File: src/rtl/pmc_pkg.sv
package pmc_pkg;

    localparam int CLK_MHZ = 125;

    // Settling times of the power switches and clock tree
    localparam int ENTRY_NS = 80;
    localparam int PWR_SETTLE_NS = 2000;
    localparam int CLK_SETTLE_NS = 400;
    localparam int ENTRY_CYC = (ENTRY_NS * CLK_MHZ + 999) / 1000;
    localparam int PWR_SETTLE_CYC = (PWR_SETTLE_NS * CLK_MHZ + 999) / 1000;
    localparam int CLK_SETTLE_CYC = (CLK_SETTLE_NS * CLK_MHZ + 999) / 1000;
    localparam int CNT_W = 9;

    // Mode request codes from the core
    localparam logic [1:0] REQ_ACTIVE = 2'h0;
    localparam logic [1:0] REQ_CORE_GATED = 2'h1;
    localparam logic [1:0] REQ_HIBERNATE = 2'h2;
    localparam logic [1:0] REQ_SHUTDOWN = 2'h3;

    // Wake vector bit positions
    localparam int WAKE_N = 6;
    localparam int W_EXT0 = 0;
    localparam int W_EXT1 = 1;
    localparam int W_EXT2 = 2;
    localparam int W_SERIAL = 3;
    localparam int W_RTC_SEC = 4;
    localparam int W_RTC_PRE = 5;
    localparam logic [WAKE_N-1:0] HIB_WAKE_MASK = 6'h39;
    localparam logic [WAKE_N-1:0] SD_WAKE_MASK = 6'h17;

    // SRAM retention banks, 8 kB each
    localparam int BANK_N = 4;
    localparam logic [BANK_N-1:0] BANK_ALWAYS = 4'h1;
    localparam logic [BANK_N-1:0] BANK_DATA_EXTRA = 4'h2;
    localparam logic [BANK_N-1:0] BANK_INSTR_PAIR = 4'hc;
    localparam logic [BANK_N-1:0] BANK_ALL = 4'hf;

    typedef enum logic [1:0] {
        PMC_MODE_ACTIVE,
        PMC_MODE_CORE_GATED,
        PMC_MODE_HIBERNATE,
        PMC_MODE_SHUTDOWN
    } pmc_mode_t;

endpackage

File: src/rtl/pmc_wake_if.sv
`timescale 1ns/1ps
interface pmc_wake_if;
    import pmc_pkg::*;
    logic [WAKE_N-1:0] raw;
    logic [WAKE_N-1:0] enable;
    logic in_hib;
    logic in_sd;
    logic wake;
    modport ctl (output raw, output enable, output in_hib, output in_sd, input wake);
    modport gate (input raw, input enable, input in_hib, input in_sd, output wake);
endinterface

File: src/rtl/pmc_ctrl.sv
`timescale 1ns/1ps
module pmc_ctrl import pmc_pkg::*; (
    input wire logic MCLK,
    input wire logic RST_N,
    input wire logic REQ_VALID,
    input wire logic [1:0] REQ_MODE,
    input wire logic CORE_IRQ,
    input wire logic [2:0] EXT_WAKE_IRQ_LINE,
    input wire logic SERIAL_RX_WAKE,
    input wire logic RTC_SECONDS_UNIT,
    input wire logic RTC_PRESCALED_UNIT,
    input wire logic [WAKE_N-1:0] WAKE_EN,
    input wire logic RET_DATA_EXTRA,
    input wire logic RET_INSTR_PAIR,
    input wire logic GPIO_CFG_DONE,
    output logic [1:0] MODE,
    output logic CORE_CLK_EN,
    output logic CORE_RUN,
    output logic SYS_CLK_EN,
    output logic DMA_CLK_EN,
    output logic PERIPH_PWR_EN,
    output logic STATE_RET_EN,
    output logic [BANK_N-1:0] SRAM_PWR_EN,
    output logic [BANK_N-1:0] SRAM_RET_EN,
    output logic GPIO_HOLD,
    output logic GPIO_CFG_RET,
    output logic GPIO_CFG_CLEAR,
    output logic GPIO_TRISTATE,
    output logic ICACHE_INVAL
);
    typedef enum logic [3:0] {
        S_ACTIVE,
        S_CORE_GATED,
        S_HIB_ENTER,
        S_HIB,
        S_SD_ENTER,
        S_SD,
        S_PWR_UP,
        S_CLK_UP
    } pmcc_fsm_t;

    typedef struct packed {
        pmcc_fsm_t fsm;
        logic [CNT_W-1:0] cnt;
        logic from_sd;
        logic [1:0] mode;
        logic core_clk;
        logic core_run;
        logic sys_clk;
        logic dma_clk;
        logic periph_pwr;
        logic state_ret;
        logic [BANK_N-1:0] sram_pwr;
        logic [BANK_N-1:0] sram_ret;
        logic gpio_hold;
        logic gpio_cfg_ret;
        logic gpio_cfg_clear;
        logic gpio_tri;
        logic icache_inval;
    } pmcc_state_t;

    pmcc_state_t st_q;
    pmcc_state_t st_d;

    pmc_wake_if wif ();

    pmc_wake_gate u_wake (
        .clk(MCLK),
        .rst_n(RST_N),
        .wif(wif)
    );

    // Raw pin levels; the gate module synchronises them before use
    assign wif.raw = {RTC_PRESCALED_UNIT, RTC_SECONDS_UNIT, SERIAL_RX_WAKE,
                      EXT_WAKE_IRQ_LINE};
    assign wif.enable = WAKE_EN;
    assign wif.in_hib = (st_q.fsm == S_HIB_ENTER) || (st_q.fsm == S_HIB);
    assign wif.in_sd = (st_q.fsm == S_SD_ENTER) || (st_q.fsm == S_SD);

    // Banks kept in hibernate; the first bank cannot be dropped
    function automatic logic [BANK_N-1:0] ret_banks(input logic data_x, input logic instr_x);
        ret_banks = BANK_ALWAYS;
        if (data_x) begin
            ret_banks = ret_banks | BANK_DATA_EXTRA;
        end
        if (instr_x) begin
            ret_banks = ret_banks | BANK_INSTR_PAIR;
        end
    endfunction

    function automatic logic [CNT_W-1:0] cyc(input int n);
        cyc = CNT_W'(n - 1);
    endfunction

    always_comb begin
        logic [BANK_N-1:0] keep;
        keep = ret_banks(RET_DATA_EXTRA, RET_INSTR_PAIR);
        st_d = st_q;
        st_d.gpio_cfg_clear = 1'b0;
        st_d.icache_inval = 1'b0;
        if (st_q.cnt != '0) begin
            st_d.cnt = st_q.cnt - 1'b1;
        end
        if (GPIO_CFG_DONE) begin
            st_d.gpio_tri = 1'b0;
        end
        case (st_q.fsm)
            S_ACTIVE: begin
                if (REQ_VALID && REQ_MODE == REQ_CORE_GATED) begin
                    st_d.fsm = S_CORE_GATED;
                end else if (REQ_VALID && REQ_MODE == REQ_HIBERNATE) begin
                    st_d.fsm = S_HIB_ENTER;
                    st_d.cnt = cyc(ENTRY_CYC);
                end else if (REQ_VALID && REQ_MODE == REQ_SHUTDOWN) begin
                    st_d.fsm = S_SD_ENTER;
                    st_d.cnt = cyc(ENTRY_CYC);
                end
            end
            S_CORE_GATED: begin
                // Any core interrupt ends the gated period
                if (CORE_IRQ || (REQ_VALID && REQ_MODE == REQ_ACTIVE)) begin
                    st_d.fsm = S_ACTIVE;
                end
            end
            S_HIB_ENTER: begin
                if (wif.wake) begin
                    st_d.fsm = S_CLK_UP;
                    st_d.from_sd = 1'b0;
                    st_d.cnt = cyc(CLK_SETTLE_CYC);
                end else if (st_q.cnt == '0) begin
                    st_d.fsm = S_HIB;
                end
            end
            S_SD_ENTER: begin
                if (wif.wake) begin
                    st_d.fsm = S_CLK_UP;
                    st_d.from_sd = 1'b0;
                    st_d.cnt = cyc(CLK_SETTLE_CYC);
                end else if (st_q.cnt == '0) begin
                    st_d.fsm = S_SD;
                end
            end
            S_HIB, S_SD: begin
                if (wif.wake) begin
                    st_d.fsm = S_PWR_UP;
                    st_d.from_sd = (st_q.fsm == S_SD);
                    st_d.cnt = cyc(PWR_SETTLE_CYC);
                end
            end
            S_PWR_UP: begin
                if (st_q.cnt == '0) begin
                    st_d.fsm = S_CLK_UP;
                    st_d.cnt = cyc(CLK_SETTLE_CYC);
                end
            end
            S_CLK_UP: begin
                if (st_q.cnt == '0) begin
                    st_d.fsm = S_ACTIVE;
                    st_d.icache_inval = 1'b1;
                    if (st_q.from_sd) begin
                        // Pin setup was lost; keep pins floating until rewritten
                        st_d.gpio_cfg_clear = 1'b1;
                        st_d.gpio_tri = 1'b1;
                    end
                end
            end
            default: begin
                st_d.fsm = S_ACTIVE;
            end
        endcase

        // Outputs follow the next state so they leave flip-flops
        st_d.core_clk = 1'b0;
        st_d.core_run = 1'b0;
        st_d.sys_clk = 1'b0;
        st_d.dma_clk = 1'b0;
        st_d.periph_pwr = 1'b0;
        st_d.state_ret = 1'b0;
        st_d.sram_pwr = BANK_ALL;
        st_d.sram_ret = '0;
        st_d.gpio_hold = 1'b0;
        st_d.gpio_cfg_ret = 1'b0;
        case (st_d.fsm)
            S_ACTIVE: begin
                st_d.mode = PMC_MODE_ACTIVE;
                st_d.core_clk = 1'b1;
                st_d.core_run = 1'b1;
                st_d.sys_clk = 1'b1;
                st_d.dma_clk = 1'b1;
                st_d.periph_pwr = 1'b1;
            end
            S_CORE_GATED: begin
                st_d.mode = PMC_MODE_CORE_GATED;
                st_d.sys_clk = 1'b1;
                st_d.dma_clk = 1'b1;
                st_d.periph_pwr = 1'b1;
            end
            S_HIB_ENTER, S_HIB: begin
                st_d.mode = PMC_MODE_HIBERNATE;
                st_d.state_ret = 1'b1;
                st_d.sram_ret = keep;
                st_d.sram_pwr = keep;
                st_d.gpio_hold = 1'b1;
                st_d.gpio_cfg_ret = 1'b1;
            end
            S_SD_ENTER, S_SD: begin
                st_d.mode = PMC_MODE_SHUTDOWN;
                st_d.sram_pwr = '0;
                st_d.gpio_hold = 1'b1;
            end
            default: begin
                // SRAM power and then the system clock come back while the core stays halted
                st_d.sys_clk = (st_d.fsm == S_CLK_UP);
                st_d.state_ret = !st_d.from_sd;
                st_d.sram_ret = st_d.from_sd ? '0 : keep;
                st_d.gpio_hold = 1'b1;
                st_d.gpio_cfg_ret = !st_d.from_sd;
            end
        endcase
    end

    always_ff @(posedge MCLK or negedge RST_N) begin
        if (!RST_N) begin
            st_q <= '0;
            st_q.fsm <= S_ACTIVE;
            st_q.mode <= PMC_MODE_ACTIVE;
            st_q.core_clk <= 1'b1;
            st_q.core_run <= 1'b1;
            st_q.sys_clk <= 1'b1;
            st_q.dma_clk <= 1'b1;
            st_q.periph_pwr <= 1'b1;
            st_q.sram_pwr <= BANK_ALL;
            st_q.gpio_tri <= 1'b1;
        end else begin
            st_q <= st_d;
        end
    end

    assign MODE = st_q.mode;
    assign CORE_CLK_EN = st_q.core_clk;
    assign CORE_RUN = st_q.core_run;
    assign SYS_CLK_EN = st_q.sys_clk;
    assign DMA_CLK_EN = st_q.dma_clk;
    assign PERIPH_PWR_EN = st_q.periph_pwr;
    assign STATE_RET_EN = st_q.state_ret;
    assign SRAM_PWR_EN = st_q.sram_pwr;
    assign SRAM_RET_EN = st_q.sram_ret;
    assign GPIO_HOLD = st_q.gpio_hold;
    assign GPIO_CFG_RET = st_q.gpio_cfg_ret;
    assign GPIO_CFG_CLEAR = st_q.gpio_cfg_clear;
    assign GPIO_TRISTATE = st_q.gpio_tri;
    assign ICACHE_INVAL = st_q.icache_inval;
endmodule

File: src/rtl/pmc_wake_gate.sv
`timescale 1ns/1ps
module pmc_wake_gate import pmc_pkg::*; (
    input wire logic clk,
    input wire logic rst_n,
    pmc_wake_if.gate wif
);
    typedef struct packed {
        logic [WAKE_N-1:0] s1;
        logic [WAKE_N-1:0] s2;
        logic wake;
    } pmcw_state_t;

    pmcw_state_t st_q;
    pmcw_state_t st_d;

    // Wake lines are levels, so an event during entry is never lost
    always_comb begin
        logic [WAKE_N-1:0] allowed;
        allowed = '0;
        st_d = st_q;
        st_d.s1 = wif.raw;
        st_d.s2 = st_q.s1;
        if (wif.in_sd) begin
            allowed = SD_WAKE_MASK;
        end else if (wif.in_hib) begin
            allowed = HIB_WAKE_MASK;
        end
        // Seconds alarm left enabled gives periodic wake from shutdown
        st_d.wake = |(st_q.s2 & wif.enable & allowed);
    end

    always_ff @(posedge clk or negedge rst_n) begin
        if (!rst_n) begin
            st_q <= '0;
        end else begin
            st_q <= st_d;
        end
    end

    assign wif.wake = st_q.wake;
endmodule

File: config.mk
export PLATFORM = sky130hd
export DESIGN_NAME = pmc_ctrl
export DESIGN_NICKNAME = d
export VERILOG_FILES = /design/src/rtl/pmc_pkg.sv /design/src/rtl/pmc_wake_if.sv /design/src/rtl/pmc_ctrl.sv /design/src/rtl/pmc_wake_gate.sv
export SDC_FILE = /design/constraint.sdc
export NUM_CORES = 1
export LEC_CHECK = 0
export BUFFER_PORTS_ARGS = -buffer_cell sky130_fd_sc_hd__buf_2
export CAP_MARGIN = 20
export CORE_MARGIN = 4
export CORE_UTILIZATION = 35
export CTS_CLUSTER_SIZE = 14
export DETAILED_ROUTE_END_ITERATION = 8
export PLACE_DENSITY = 0.63
export SYNTH_ARGS = -nofsm -noshare
export SYNTH_HDL_FRONTEND = slang
export SYNTH_HIERARCHICAL = 1
export SYNTH_SLANG_ARGS = --single-unit
File: constraint.sdc
create_clock -name MCLK -period 2.8 [get_ports MCLK]
set_input_delay 0.28 -clock MCLK [delete_from_list [all_inputs] [get_ports MCLK]]
set_output_delay 0.28 -clock MCLK [all_outputs]
set_load 0.005 [all_outputs]
==> metrics.txt <==
fillers=524; cts bufs inserted=5; Clk pwr share=23.8%; PortBufs=41; fin crit share=75.4%; pin count of the biggest net entering global routing=43; Slew HR=40.6%; actual slew at the worst max-slew pin=0.890 ns; antenna violations before repair=0; crit end category=flop; WP data arrival=2.35 ns; Setup WS post-layout=0.689 ns; Clock Latency Late Sink=0.30 ns; Worst Hold Launch=RTC_SECONDS_UNIT; Core Area=5510 um^2; final hold viol count=0; CP max-delay cell=or4b_4; post-synthesis sequential area ratio=53.6%; Post-Synth Adder-Cell Area=1.27%; root buf cell=clkbuf_8; Die Wd=83.1 um; ys async rst share=100%; Compound-Gate Fraction of Synth Area=14.6%; Max Freq=474 MHz; Seq pwr share=48.9%; sw frac=32.5%; Netlist cell types=48; Rows=27; CTS tree=done; YS warnings=6; DR vias/cell=4.96; H-Tree Level Count=2; post-layout power=1.69 mW; Antenna Violating Nets Remaining=0; max-cap viol count=0; syn nets=201; LEAKAGE=1.02 nW; number of global-route vias before repair=1,376; drt wl/cell=13.2 um; IO Count=42; # DRC=0; initial cell density of the core=35.9%; number of cells on the worst reg-to-reg path=7; first-pass detailed-route iteration total=6; synthesis-stage register bit count=42; RSZ-0062 raised after global routing=false; Max Slew Vio Count=0; Setup CP Type=reg2reg; count of flip-flops with a built-in enable after synthesis=0; post_cts resized=0; first-pass GRT wire length=6330 um; Die Span Y=83.1 um; full die area=6910 um^2; peak supply drop=0.000375 V; CP cell instances=inv_1 > ha_1 > or4b_4 > nor4b_4 > o31ai_2 > or2_4 > o21a_1; simple-gate portion of the synthesized area=20.2%; Reg2Reg Setup Slack=0.69 ns; pwr/cell area=752 nW/um^2; post-synth top area share=44.3%; Largest stage delay, worst path=0.52 ns; P&R area growth vs syn=13.4%; switching power=0.547 mW; DP HPWL=2750 um; Post-CTS Setup Inserts=0; critical path launch point type=flop; critical path peak fanout=4; grt total ovfl=0; vias after detailed routing=1,400; CTS Buffer Depth=2; Setup Viol. Count Final=0; xor and xnor fraction of the mapped netlist area=2.22%; Iter 0 DRT Violations=102; worst path bufs/invs=1; Synth Instances=178; ANT cells=0; crit path time final=2.11 ns; CP Data Required Time=3.04 ns; Synth area leaders=dfrtp_1 44%, dfstp_2 9.3%, buf_4 6.1%, nor2b_1 3.2%, a22o_1 2.2%; hold endpoint=u_wake/st_d[5]; Hold Crit Class=in2reg; GP Congestion=0.779; hold path depth=1; clock slew at reported path FFs=0.09 ns; setup TNS=0 ns; Yosys top cell by area=dfrtp_1; status=completed; routed wire length=3740 um; share of cells above drive strength 1=32.9%; mux cell area share after synthesis=0.507%; WHS=0.0867 ns; hold buffer count at CTS=0; Synth Cell Area=1980 um^2; Net count, final=232; Layout Utilization=40.7%; ys flop type=dfrtp_1; R2R Path End=SRAM_PWR_EN[2]; Comb power frac=27.3%; all-layer global routing usage=11.2%; critical path's top delay family=simple AND/OR/NAND/NOR gates; reg-to-reg critical path startpoint=st_q[22]; main combinational cell family by area after synthesis=simple AND/OR/NAND/NOR gates; Final Skew=0.00951 ns; # clock sinks=42; Mean Syn Cell Area=11.1 um^2; Pint=1.14 mW; dpl ws=0.705 ns
logic make-up (layout without fill, tap and decap cells):
group,after synthesis,in the layout
muxes,1,1
and+or+nand+nor,64,64
adders and majority gates,2,2
DFF,42,42
xor gates and xnor gates,5,5
buffers and inverters,23,55
AOI/OAI and AO/OA,40,40
other,1,1
how the worst max path moves through the flow:
stage | slack [ns] | start | to | depth (start not counted)
floorplan | 0.84 | st_q[22] | st_q[25] | 7
global placement | 0.76 | st_q[22] | SRAM_PWR_EN[1] | 7
detailed placement | 0.71 | st_q[22] | st_q[25] | 7
CTS | 0.70 | st_q[22] | st_q[25] | 7
global route | 0.58 | st_q[22] | SRAM_PWR_EN[2] | 7
finish | 0.69 | st_q[22] | SRAM_PWR_EN[2] | 7
cell usage after synthesis (all sizes together), types with 4 or more instances:
master,instances
dfrtp,35
buf,16
nor2b,10
o21ai,10
nand2,9
nor2,9
a21oi,7
dfstp,7
inv,6
nor3,6
a22o,5
and2,5
nor4,5
or3,5
xnor2,5
nand2b,4
state kept, by name, indices dropped and copies added, names as in the netlist:
register / count
st_q: 14
DMA_CLK_EN: 1
u_wake/wif.wake: 1
GPIO_CFG_CLEAR: 1
SRAM_RET_EN: 3
GPIO_HOLD: 1
ICACHE_INVAL: 1
CORE_CLK_EN: 1
GPIO_TRISTATE: 1
MODE: 2
SYS_CLK_EN: 1
SRAM_PWR_EN: 3
u_wake/st_q: 6
u_wake/st_d: 6
cells in the final DEF, fill, tap and decap left out, drive strengths merged, types with 2 or more instances in the layout:
cell and count:
o21a 2, inv 7, nor4 5, buf 41
dfstp 7, nand3b 2, nor2 9, a21oi 7
nor3 6, dfrtp 35, a22o 5, ha 2
a21o 2, nand2 9, o211ai 2, o21ai 10
or3 5, clkbuf 5, and2 5, nand2b 4
xnor2 5, nand3 2, or2 2, nor2b 10
power by group through the flow:
stage / logic (mW) / registers, mW / clock network, mW
after floorplan: 0.395 / 0.800 / 0
after global placement: 0.456 / 0.831 / 0
after CTS: 0.464 / 0.823 / 0.422
after global routing: 0.515 / 0.844 / 0.440
after detailed placement: 0.461 / 0.835 / 0
final: 0.460 / 0.823 / 0.402
metal layers:
layer | vias to the layer above | wire length (um) | global-route usage, %
li1 | 683 | - | -
met1 | 671 | 1750 | 14.9
met2 | 38 | 1670 | 16.6
met3 | 8 | 270 | 4.46
met4 | 0 | 53 | 3.57
met5 | - | 0 | 0
per-stage QoR:
stage,cells,instance area (um^2)
2_1_floorplan,178,1980
3_3_place_gp,274,2150
3_5_place_dp,274,2150
4_1_cts,282,2240
5_1_grt,282,2240
6_report,282,2240
layout make-up:
type / count / area, um^2 / area share (%)
clock buffers: 5 / 68.8 / 3.07
clock inverters: 3 / 25.0 / 1.12
inverters: 6 / 22.5 / 1.01
multi-input cells: 113 / 769 / 34.3
flip-flops and latches: 42 / 1060 / 47.3
well taps: 72 / 90.1 / 4.02
repair buffers: 41 / 205 / 9.16
(Power assumes the default switching activity.)
